**src/adc_result_params.svh**
```systemverilog
// Constants for the converter result presentation block.
// Assumes a 25 MHz system clock and a classic Wishbone slave port, 32-bit data.
// Summary of operation
// - Result readable only after done flag; result reads are not gated by the flag
// - Single-ended code is straight binary
// - Single-ended range 0x000 to 0x3FF, clamped
// - Unipolar differential, negative saturates to zero
// - Two gains, 1x and 20x, picked by channel code
// - Unipolar default, bipolar by software bit
// - Bipolar two's complement 0x200 to 0x1FF
// - Top result bit is the sign in bipolar
// - Gain unsigned 1/128, offset signed
// - Calibration bytes at variant addresses
// - Left-adjust changes result view immediately
// - Channel eleven selects temperature sensor
`ifndef ADC_RESULT_PARAMS_SVH
`define ADC_RESULT_PARAMS_SVH
`define OFS_MUX 8'h00
`define OFS_CTRL_B 8'h04
`define OFS_STATUS 8'h08
`define OFS_RESULT_LOW 8'h0C
`define OFS_RESULT_HIGH 8'h10
`define OFS_SPM_CTRL 8'h14
`define OFS_SPM_DATA 8'h18
`define OFS_SPM_ADDR 8'h1C
`define BIT_LEFT_ADJUST 5
`define BIT_BIPOLAR 4
`define BIT_DONE 0
`define BIT_SPM_ENABLE 0
`define BIT_SIG_READ 5
`define CHAN_TEMP 5'h0B
`define SIG_OFFSET_BIG 5'h05
`define SIG_GAIN_BIG 5'h07
`define SIG_OFFSET_SMALL 5'h1F
`define SIG_GAIN_SMALL 5'h1E
`define LOAD_WINDOW_CYCLES 3
`define CODE_MAX 10'h3FF
`define BIP_MAX 10'h1FF
`define BIP_MIN 10'h200
`endif

```
**src/adc_result_pkg.sv**
```systemverilog
// Types shared by the converter result presentation block.
// Assumes the constants header is included by the modules that need numbers.
package adc_result_pkg;
    typedef enum logic [1:0] {
        GAIN_1X,
        GAIN_8X,
        GAIN_20X,
        GAIN_32X
    } gain_t;
    typedef enum logic [1:0] {
        FMT_SINGLE,
        FMT_UNIPOLAR,
        FMT_BIPOLAR
    } format_t;
endpackage

```
**src/adc_format_core.sv**
```systemverilog
// Combinational formatter: raw signed converter sample to 10-bit result code.
// Assumes raw sample already carries the analog scaling of 1024 over the reference.
`timescale 1ns/1ps
`include "adc_result_params.svh"
module adc_format_core #(
    parameter int RAW_W = 16
) (
    input wire logic signed [RAW_W-1:0] raw_i,
    input wire adc_result_pkg::format_t format_i,
    input wire adc_result_pkg::gain_t gain_i,
    output logic [9:0] code_o
);
    initial begin
        if (RAW_W < 12 || RAW_W > 24) begin
            $error("RAW_W out of range");
        end
    end
    // Gained sample, wide enough for 32x on any raw value
    logic signed [RAW_W+5:0] gained;
    logic signed [RAW_W+5:0] halved;
    // Apply the selected differential gain
    always_comb begin
        case (gain_i)
            adc_result_pkg::GAIN_8X: gained = (RAW_W+6)'(raw_i) <<< 3;
            adc_result_pkg::GAIN_20X: gained = (RAW_W+6)'(raw_i) * (RAW_W+6)'(20);
            adc_result_pkg::GAIN_32X: gained = (RAW_W+6)'(raw_i) <<< 5;
            default: gained = (RAW_W+6)'(raw_i);
        endcase
    end
    // Bipolar scale is 512 over reference, half the unipolar one
    assign halved = gained >>> 1;
    // Clamp into the code range of the chosen format
    always_comb begin
        case (format_i)
            adc_result_pkg::FMT_BIPOLAR: begin
                if (halved > (RAW_W+6)'($signed(11'sh1FF))) begin
                    code_o = `BIP_MAX;
                end else if (halved < -(RAW_W+6)'(512)) begin
                    code_o = `BIP_MIN;
                end else begin
                    code_o = halved[9:0];
                end
            end
            adc_result_pkg::FMT_UNIPOLAR: begin
                if (gained < 0) begin
                    code_o = 10'h000;
                end else if (gained > (RAW_W+6)'(1023)) begin
                    code_o = `CODE_MAX;
                end else begin
                    code_o = gained[9:0];
                end
            end
            default: begin
                // Gain never applies to single-ended inputs
                if (raw_i < 0) begin
                    code_o = 10'h000;
                end else if (raw_i > RAW_W'(1023)) begin
                    code_o = `CODE_MAX;
                end else begin
                    code_o = raw_i[9:0];
                end
            end
        endcase
    end
endmodule

```
**src/adc_result_format_temp_cal.sv**
```systemverilog
// Result presentation, channel select, calibration byte read-out.
// Assumes a converter front end strobes raw samples; software uses Wishbone.
//
// Implementation choices: the placing of the registers and the Wishbone interface to the registers.
`timescale 1ns/1ps
`include "adc_result_params.svh"
module adc_result_format_temp_cal #(
    parameter int RAW_W = 16,
    parameter bit SMALL_VARIANT = 1'b0,
    parameter logic [7:0] GAIN_CAL = 8'h80, // Arbitrary default calibration
    parameter logic [7:0] OFFSET_CAL = 8'h00 // Arbitrary default calibration
) (
    input wire logic clk_i,
    input wire logic rst_i,
    input wire logic wb_cyc_i,
    input wire logic wb_stb_i,
    input wire logic wb_we_i,
    input wire logic [7:0] wb_adr_i,
    input wire logic [3:0] wb_sel_i,
    input wire logic [31:0] wb_dat_i,
    output logic [31:0] wb_dat_o,
    output logic wb_ack_o,
    input wire logic conv_done_i,
    input wire logic signed [RAW_W-1:0] raw_i,
    output logic [4:0] channel_select_bits_o,
    output logic temp_sensor_en_o,
    output logic bipolar_mode_o,
    output logic [1:0] gain_sel_o,
    output logic conversion_done_flag_o
);
    // Registers visible to software, plus the internal load window timer
    logic [7:0] channel_mux_reg;
    logic [7:0] converter_ctrl_status_b;
    logic conversion_done_flag;
    logic [9:0] result_code;
    logic [7:0] self_program_ctrl_reg;
    logic [7:0] spm_addr;
    logic [7:0] spm_data;
    logic [1:0] load_timer;
    // Bus decode
    logic bus_req;
    logic wr_en;
    logic rd_en;
    logic [9:0] next_code;
    logic [15:0] view;
    logic [7:0] sig_byte;
    adc_result_pkg::format_t fmt;
    adc_result_pkg::gain_t gain;
    logic [4:0] chan;
    logic diff;

    assign bus_req = wb_cyc_i & wb_stb_i & ~wb_ack_o;
    assign wr_en = bus_req & wb_we_i & wb_sel_i[0];
    assign rd_en = bus_req & ~wb_we_i;
    assign chan = channel_mux_reg[4:0];
    // Channels 0x0C to 0x1D, above the single-ended set and the sensor, are differential pairs
    assign diff = (chan > 5'h0A) && (chan < 5'h1E) && (chan != `CHAN_TEMP);

    // Gain from the channel code: listed differential codes 1x, other differential codes 20x, single-ended 1x
    always_comb begin
        if (!diff) begin
            gain = adc_result_pkg::GAIN_1X;
        end else if (chan == 5'h0C || chan == 5'h0F || chan == 5'h10 || chan == 5'h13 ||
                     chan == 5'h15 || chan == 5'h18 || chan == 5'h1A || chan == 5'h1D) begin
            gain = adc_result_pkg::GAIN_1X;
        end else begin
            gain = adc_result_pkg::GAIN_20X;
        end
    end

    // Format follows channel kind and the bipolar bit
    always_comb begin
        if (!diff) begin
            fmt = adc_result_pkg::FMT_SINGLE;
        end else if (converter_ctrl_status_b[`BIT_BIPOLAR]) begin
            fmt = adc_result_pkg::FMT_BIPOLAR;
        end else begin
            fmt = adc_result_pkg::FMT_UNIPOLAR;
        end
    end

    adc_format_core #(
        .RAW_W(RAW_W)
    ) u_core (
        .raw_i(raw_i),
        .format_i(fmt),
        .gain_i(gain),
        .code_o(next_code)
    );

    // Capture result and raise done flag together; held until next strobe
    always_ff @(posedge clk_i) begin
        if (rst_i) begin
            result_code <= 10'h000;
        end else if (conv_done_i) begin
            result_code <= next_code;
        end
    end

    // Done flag: set wins over a software clear by writing one
    always_ff @(posedge clk_i) begin
        if (rst_i) begin
            conversion_done_flag <= 1'b0;
        end else if (conv_done_i) begin
            conversion_done_flag <= 1'b1;
        end else if (wr_en && wb_adr_i == `OFS_STATUS && wb_dat_i[`BIT_DONE]) begin
            conversion_done_flag <= 1'b0;
        end
    end

    // Alignment view applies at once, even mid-conversion
    always_comb begin
        if (channel_mux_reg[`BIT_LEFT_ADJUST]) begin
            view = {result_code, 6'h00};
        end else begin
            view = {6'h00, result_code};
        end
    end

    // Channel and control writes; all reset to zero so unipolar is default
    always_ff @(posedge clk_i) begin
        if (rst_i) begin
            channel_mux_reg <= 8'h00;
            converter_ctrl_status_b <= 8'h00;
            spm_addr <= 8'h00;
        end else if (wr_en) begin
            case (wb_adr_i)
                `OFS_MUX: channel_mux_reg <= wb_dat_i[7:0];
                `OFS_CTRL_B: converter_ctrl_status_b <= wb_dat_i[7:0];
                `OFS_SPM_ADDR: spm_addr <= wb_dat_i[7:0];
                default: ;
            endcase
        end
    end

    // Signature row lookup of the calibration bytes
    always_comb begin
        sig_byte = 8'h00;
        if (SMALL_VARIANT) begin
            if (spm_addr[4:0] == `SIG_OFFSET_SMALL) sig_byte = OFFSET_CAL;
            if (spm_addr[4:0] == `SIG_GAIN_SMALL) sig_byte = GAIN_CAL;
        end else begin
            if (spm_addr[4:0] == `SIG_OFFSET_BIG) sig_byte = OFFSET_CAL;
            if (spm_addr[4:0] == `SIG_GAIN_BIG) sig_byte = GAIN_CAL;
        end
    end

    // Signature read: enable bits open a short load window, then self-clear
    always_ff @(posedge clk_i) begin
        if (rst_i) begin
            self_program_ctrl_reg <= 8'h00;
            load_timer <= 2'd0;
            spm_data <= 8'h00;
        end else if (wr_en && wb_adr_i == `OFS_SPM_CTRL &&
                     !self_program_ctrl_reg[`BIT_SPM_ENABLE]) begin
            self_program_ctrl_reg <= wb_dat_i[7:0];
            load_timer <= 2'(`LOAD_WINDOW_CYCLES);
        end else if (rd_en && wb_adr_i == `OFS_SPM_DATA && load_timer != 2'd0 &&
                     self_program_ctrl_reg[`BIT_SIG_READ]) begin
            spm_data <= sig_byte;
            self_program_ctrl_reg <= 8'h00;
            load_timer <= 2'd0;
        end else if (load_timer != 2'd0) begin
            load_timer <= load_timer - 2'd1;
            if (load_timer == 2'd1) begin
                self_program_ctrl_reg <= 8'h00; // Window missed, abandon
            end
        end
    end

    // Wishbone answer: one cycle after request, zero for unmapped
    always_ff @(posedge clk_i) begin
        if (rst_i) begin
            wb_ack_o <= 1'b0;
            wb_dat_o <= 32'h0000_0000;
        end else begin
            wb_ack_o <= bus_req;
            if (rd_en) begin
                case (wb_adr_i)
                    `OFS_MUX: wb_dat_o <= {24'h000000, channel_mux_reg};
                    `OFS_CTRL_B: wb_dat_o <= {24'h000000, converter_ctrl_status_b};
                    `OFS_STATUS: wb_dat_o <= {31'h0, conversion_done_flag};
                    `OFS_RESULT_LOW: wb_dat_o <= {24'h000000, view[7:0]};
                    `OFS_RESULT_HIGH: wb_dat_o <= {24'h000000, view[15:8]};
                    `OFS_SPM_CTRL: wb_dat_o <= {24'h000000, self_program_ctrl_reg};
                    `OFS_SPM_DATA: wb_dat_o <= {24'h000000,
                        (load_timer != 2'd0 && self_program_ctrl_reg[`BIT_SIG_READ]) ?
                        sig_byte : spm_data};
                    `OFS_SPM_ADDR: wb_dat_o <= {24'h000000, spm_addr};
                    default: wb_dat_o <= 32'h0000_0000;
                endcase
            end
        end
    end

    // Outputs toward the analog side, all registered
    always_ff @(posedge clk_i) begin
        if (rst_i) begin
            channel_select_bits_o <= 5'h00;
            temp_sensor_en_o <= 1'b0;
            bipolar_mode_o <= 1'b0;
            gain_sel_o <= 2'b00;
            conversion_done_flag_o <= 1'b0;
        end else begin
            channel_select_bits_o <= chan;
            temp_sensor_en_o <= (chan == `CHAN_TEMP);
            bipolar_mode_o <= converter_ctrl_status_b[`BIT_BIPOLAR];
            gain_sel_o <= gain;
            conversion_done_flag_o <= conversion_done_flag;
        end
    end

    // Result changes only on a completion strobe
    result_hold_a: assert property (@(posedge clk_i) disable iff (rst_i)
        !$past(conv_done_i) |-> $stable(result_code)) else $error("result moved");
    done_set_a: assert property (@(posedge clk_i) disable iff (rst_i)
        conv_done_i |=> conversion_done_flag) else $error("done not set");
    sensor_sel_a: assert property (@(posedge clk_i) disable iff (rst_i)
        (chan == `CHAN_TEMP) |=> temp_sensor_en_o) else $error("sensor off");
    unipolar_sat_a: assert property (@(posedge clk_i) disable iff (rst_i)
        conv_done_i && fmt == adc_result_pkg::FMT_UNIPOLAR && raw_i < 0
        |=> result_code == 10'h000) else $error("no zero clamp");
    single_top_a: assert property (@(posedge clk_i) disable iff (rst_i)
        conv_done_i && fmt == adc_result_pkg::FMT_SINGLE && raw_i > RAW_W'(1023)
        |=> result_code == `CODE_MAX) else $error("no top clamp");
    bipolar_sign_a: assert property (@(posedge clk_i) disable iff (rst_i)
        conv_done_i && fmt == adc_result_pkg::FMT_BIPOLAR && raw_i < 0
        |=> result_code[9]) else $error("sign wrong");
    left_view_a: assert property (@(posedge clk_i) disable iff (rst_i)
        channel_mux_reg[`BIT_LEFT_ADJUST] |-> view[5:0] == 6'h00 &&
        view[15:6] == result_code) else $error("left view wrong");
    load_window_a: assert property (@(posedge clk_i) disable iff (rst_i)
        $rose(self_program_ctrl_reg[`BIT_SPM_ENABLE]) |-> ##[1:3]
        !self_program_ctrl_reg[`BIT_SPM_ENABLE]) else $error("window stuck");
    default_uni_a: assert property (@(posedge clk_i)
        $past(rst_i) |-> !converter_ctrl_status_b[`BIT_BIPOLAR]) else $error("not unipolar");
endmodule

```
**config.mk**
```make
export PLATFORM = sky130hd
export DESIGN_NAME = adc_result_format_temp_cal
export DESIGN_NICKNAME = d
export VERILOG_FILES = /design/src/adc_result_pkg.sv /design/src/adc_format_core.sv /design/src/adc_result_format_temp_cal.sv
export VERILOG_INCLUDE_DIRS = /design/src
export SDC_FILE = /design/constraint.sdc
export NUM_CORES = 1
export LEC_CHECK = 0
export BUFFER_PORTS_ARGS = -buffer_cell sky130_fd_sc_hd__clkbuf_2
export CELL_PAD_IN_SITES_DETAIL_PLACEMENT = 0
export CELL_PAD_IN_SITES_GLOBAL_PLACEMENT = 2
export CORE_MARGIN = 3
export CORE_UTILIZATION = 28
export DETAILED_ROUTE_END_ITERATION = 16
export PLACE_DENSITY_LB_ADDON = 0.2
export SYNTH_ARGS = -nofsm -noshare
export SYNTH_HDL_FRONTEND = slang
export SYNTH_SLANG_ARGS = --single-unit
```
**constraint.sdc**
```tcl
create_clock -name clk_i -period 3.3 [get_ports clk_i]
set_input_delay 0.33 -clock clk_i [delete_from_list [all_inputs] [get_ports clk_i]]
set_output_delay 0.33 -clock clk_i [all_outputs]
set_load 0.05 [all_outputs]
```
# Yosys cells after proc, flatten, opt, wreduce, memory -nomap -nowiden

Index checks and enable logic that the tools add are counted.

Add/subtract/negate cells: 1
Multiply operators: 1
Magnitude comparators: 8
Equality and inequality tests: 24
Muxes and demuxes: 25
Bitwise logic cells: 8
Reduce and logical (&&, ||, !) cells: 28

Operator list:

| cell                                                                               | count |
|---|---|
| 22-bit one-hot mux with 3 select lines                                             | 1 |
| 8-bit one-hot mux with 8 select lines                                              | 1 |
| 10-bit two-way mux                                                                 | 6 |
| 8-bit two-way mux                                                                  | 6 |
| 8-bit by 5-bit == test with 1-bit output (second input constant)                   | 4 |
| 5-bit == test (second input constant)                                              | 6 |
| 22-bit by 11-bit greater-than comparator with 1-bit output (second input constant) | 1 |
| 22-bit by 1-bit less-than comparator with 1-bit output (second input constant)     | 1 |
| 21-bit by 10-bit greater-than comparator with 1-bit output (second input constant) | 1 |
| 21-bit by 10-bit less-than comparator with 1-bit output (second input constant)    | 1 |
| 16-bit by 4-bit multiplier with 20-bit output (second input constant)              | 1 |
| 10-bit one-hot mux with 2 select lines                                             | 1 |
| 8-bit by 4-bit == test with 1-bit output (second input constant)                   | 2 |
| 16-bit by 11-bit greater-than comparator with 1-bit output (second input constant) | 1 |
| 16-bit by 1-bit less-than comparator with 1-bit output (second input constant)     | 1 |
| 16-bit two-way mux                                                                 | 1 |
| 5-bit by 4-bit == test with 1-bit output (second input constant)                   | 3 |
| 2-bit two-way mux                                                                  | 7 |
| 1-bit logical AND                                                                  | 10 |
| 2-bit AND reduction                                                                | 5 |
| 8-bit by 3-bit == test with 1-bit output (second input constant)                   | 1 |
| 8-bit zero test                                                                    | 1 |
| 1-bit logical OR                                                                   | 7 |
| 2-bit by 1-bit == test with 1-bit output (second input constant)                   | 3 |
| 12 further kinds                                                                   | 23 |

Bits in registers: 96
Input port bits: 66

# Logic depth before layout (Yosys ltp)

Depth in word-level cells: 16
Gate-level depth with buffers: 14

# Hierarchy

Synthesis repeated with hierarchy kept, for this count alone.

Cell total of the unflattened synthesis: 641
Area, all modules: 5217.5 sq um

By module, submodules not included:

| module                     | times used | cells each | area each (sq um) |
|---|---|---|---|
| adc_result_format_temp_cal | 1          | 363        | 3228.1 |
| adc_format_core            | 1          | 278        | 1989.4 |

# Worst setup path before layout

OpenSTA, ideal clock, no wires.

Path type: input -> register
Start point: input raw_i[1]
End point: register result_code[5]
Setup time: 0.091 ns
Data arrival time: 3.309 ns
Required time: 3.209 ns
Slack: -0.100 ns
Stages: 14
Cells stage by stage: ha_1 > ha_1 > inv_1 > fa_1 > nand2b_1 > a21oi_1 > o21ai_1 > nand4_1 > or4b_4 > or2_1 > buf_6 > a2111oi_4 > a221oi_1 > a311oi_1

Word-level cells in the longest chain between the ends: 6
Elaborated cells on any way between the ends: 15
Classes of those cells: mul: 1; order compare: 6; mux: 8

RTL lines:

| item                                                                                                                                         | RTL line                                     | RTL |
|---|---|---|
| from (decl)                                                                                                                                  | adc_result_format_temp_cal.sv:24             | `input wire logic signed [RAW_W-1:0] raw_i,` |
| 16-bit by 4-bit multiplier with 20-bit output                                                                                                | adc_format_core.sv:25                        | `adc_result_pkg::GAIN_20X: gained = (RAW_W+6)'(raw_i) * (RAW_W+6)'(20);` |
| 22-bit one-hot mux with 3 select lines                                                                                                       | adc_format_core.sv:23                        | `case (gain_i)` |
| 22-bit by 11-bit greater-than comparator with 1-bit output / 21-bit by 10-bit less-than comparator with 1-bit output (equally long branches) | adc_format_core.sv:47, adc_format_core.sv:38 |  |
| 10-bit two-way mux (on tied branches)                                                                                                        | adc_format_core.sv:47, adc_format_core.sv:38 |  |
| 10-bit two-way mux (on tied branches)                                                                                                        | adc_format_core.sv:45, adc_format_core.sv:36 |  |
| 10-bit one-hot mux with 2 select lines *                                                                                                     | adc_format_core.sv:34                        | `case (format_i)` |
| to (signal assigned)                                                                                                                         | adc_result_format_temp_cal.sv:96             | `result_code <= next_code;` |
| to (decl)                                                                                                                                    | adc_result_format_temp_cal.sv:35             | `logic [9:0] result_code;` |

Mark *: on every way between the ends. The rest lies on a longest branch, timed or not.
A chain may end at the register's enable or synchronous reset.

# Worst setup path after layout

Start point: input raw_i[2]
End point: register result_code[5]

Same word-level chain as after synthesis.

==> impl_metrics.csv <==
group,metric,value,unit
run_status,status,"completed",
layout,final_cell_area,6040,um2
layout,area_growth,29.6,%
power_and_ir_drop,p_leak,2.52,nW
die,core_area,16100,um2
yosys,ys_warn_count,0,
drt,drc,0,
placement,place_hpwl,12.1,mm
sta,finalMaxSlewViolations,0,
yosys,synth_most_common_cell,"nor2_1",
sta,post-route-min-period,3140,ps
drt,drt-initial-drc-count,336,
hold_path,holdPathStages,3,
die,io_pins,109,
yosys,synth-edff-count,0,
sta,relSlewSlack,40.0,%
setup_path,crit_arrival,3370,ps
job,maxCapViolations,0,
hold_path,min-delay-start,"wb_dat_i[6]",
layout,antenna_cells,0,
layout,top_register,"result_code",
sta,worst_pin_slew,890,ps
sta,fin_hold_ws,273,ps
layout,drive_gt1_share,26.7,%
die,dieArea,18200,um2
power_and_ir_drop,seqPwrFrac,34.6,%
power_and_ir_drop,power.share.clock,39.2,%
yosys,synth.avg_cell_area,7.90,um2
sta,final.period_utilization,95.1,%
setup_path,worstReg2RegEnd,"result_code[5]",
drt,ant_nets,0,
global_routing,grt_pass1_vias,4664,
setup_path,startpoint,"raw_i[2]",
setup_path,worstSetupPathType,"in -> reg",
power_and_ir_drop,p_sw,0.727,mW
clock_tree,clkTransAtPathRegs,50,ps
setup_path,end_kind,"flop",
power_and_ir_drop,power,2.34,mW
hold_path,hold_class,"in -> reg",
die,die_x,135,um
setup_path,required,3530,ps
die,fp.dieH,135,um
power_and_ir_drop,pwr-share-comb,26.2,%
clock_tree,cts_tree,"done",
setup_path,critPathLaunchType,"input port",
yosys,syn_area,4660,um2
setup_path,worstPathMaxFanout,4,
setup_path,reg2reg_from,"channel_mux_reg[3]",
yosys,syn_inst,590,
sta,fin_skew,2.53,ps
clock_tree,cts_sinks,64,
sta,setup_viol,0,
hold_path,hold_end,"spm_addr[6]",
yosys,ys_ff_latch,64,
sta,max_freq,319,MHz
yosys,ys.flop_type,"dfxtp_1",
power_and_ir_drop,switching_share,31.1,%
global_routing,grt.overflow.total,0,
global_routing,grt_pass1_wl,24.2,mm
yosys,synth_cell_types,76,
global_routing,antenna_found_initial,0,
drt,dr_total_vias,4675,
die,rows,46,
clock_tree,root_buffer,"clkbuf_16",
sta,finalHoldViolations,0,
clock_tree,clk_path_buf_depth,2,
yosys,yosysTopAreaCellShare,27.5,%
clock_tree,cts_buffers,9,
clock_tree,htreeDepth,3,
power_and_ir_drop,power.density,388,nW/um2
drt,via_per_inst,5.04,
yosys,synth_top_cells_by_count,"nor2_1, nand2_1, dfxtp_1",
layout,largest_reg_flops,10,
placement,placed_area,5570,um2
layout,nets,807,
drt,wire_per_inst,16.4,um
die,start_util,29.0,%
power_and_ir_drop,vdd_ir_drop_max,175,uV
global_routing,grt_use_total,16.4,%
drt,wl,15.2,mm
yosys,ys_seq_area_share,27.5,%
yosys,yosysTopAreaCell,"dfxtp_1",
placement,routabilityCongestion,0.830,
placement,port_buffers,56,
power_and_ir_drop,power.internal,1.61,mW
setup_path,worst-r2r-setup-slack,270,ps
global_routing,grt_max_degree,37,
setup_path,reg2reg_depth,11,
yosys,synthArstFlopShare,0,%
drt,first_pass_iters,5,
yosys,netlist_top_cells_area,"dfxtp_1, ha_1, nor2_1",
clock_tree,worstSkewPairLatency,320,ps
[worst max-delay path by stage]
| stage | to | slack [ps] |
|---|---|---|
| CTS | result_code[8] | -20 |
| detailed placement | result_code[8] | -430 |
| global placement | result_code[8] | -360 |
| floorplan | result_code[5] | 20 |
| finish | result_code[5] | 160 |
| global route | result_code[2] | -50 |
[per-stage QoR]
stage | setup TNS (ps) | util, % | setup WS (ps) | std cells
detailed placement | -3440 | 34.7 | -428 | 908
finish | 0 | 37.6 | 162 | 927
global route | -182 | 37.6 | -52.4 | 927
floorplan | 0 | - | 16.2 | 614
CTS | -20.7 | 36.7 | -20.7 | 925
global placement | -3040 | 34.7 | -361 | 908
[timing repair]
action,4_1_cts,5_1_grt
gates resized for setup,4,22
pin swaps,2,15
setup endpoints to repair,7,10
hold buffers,0,0
buffers inserted,2,2
[critical path, cell delays in order]
cell,delay (ps)
clkbuf_2,130
ha_1,360
ha_4,260
a211oi_2,250
buf_4,150
o21ai_1,50
buf_4,160
xor2_2,140
nand4_1,140
a2111oi_2,320
nand4_1,240
buf_4,200
nor3_2,110
buf_4,180
a221oi_2,70
a311oi_1,260
[per-layer routing]
metal / share of wire, % / track usage (%) / wire (um) / vias to the layer above
li1: - / - / - / 2344
met1: 46 / 21.2 / 7000 / 2211
met2: 50 / 29.3 / 7550 / 112
met3: 3.8 / 2.16 / 586 / 8
met4: 0.71 / 3.47 / 109 / 0
met5: 0 / 0 / 0 / -
[logic make-up after synthesis]
family                     Yosys count  share of synthesized area [%]
muxes                               21                           4.62
other                                1                         0.0805
and+or+nand+nor                    228                           22.7
adders and majority gates           34                           9.29
xor gates and xnor gates             8                           1.50
DFF                                 64                           27.5
AOI/OAI and AO/OA                  165                           26.4
buffers and inverters               69                           7.87
[power by group through the flow]
stage	sequential (mW)	clock, mW	combinational, mW
final	0.809	0.918	0.613
after global routing	0.812	0.979	0.679
after CTS	0.809	0.946	0.587
after detailed placement	0.826	0	0.581
after global placement	0.824	0	0.571
after floorplan	0.824	0	0.386
[final cells by class]
class                           instances  area, um2
Inverter                               19       71.3
Timing Repair Buffer                  132        863
Tap cell                              216        270
Fill cell                            1684      10000
Multi-Input combinational cell        481       3260
Clock inverter                          6       61.3
Sequential cell                        64       1280
Clock buffer                            9        225
[layout by cell type (no fill, tap or decap), types with 8 or more instances in the layout]
cell,n
nor2_1,85
buf_4,75
nand2_1,66
dfxtp_1,64
clkbuf_2,56
a21oi_1,35
ha_1,29
a22oi_1,26
conb_1,25
mux2i_1,20
inv_1,18
o21ai_0,18
nor3_1,12
a211oi_1,11
nand4_1,11
a21o_1,9
clkbuf_16,9
nand3_1,8
nor2b_1,8
Note: power is estimated with default switching activity, not from simulation.
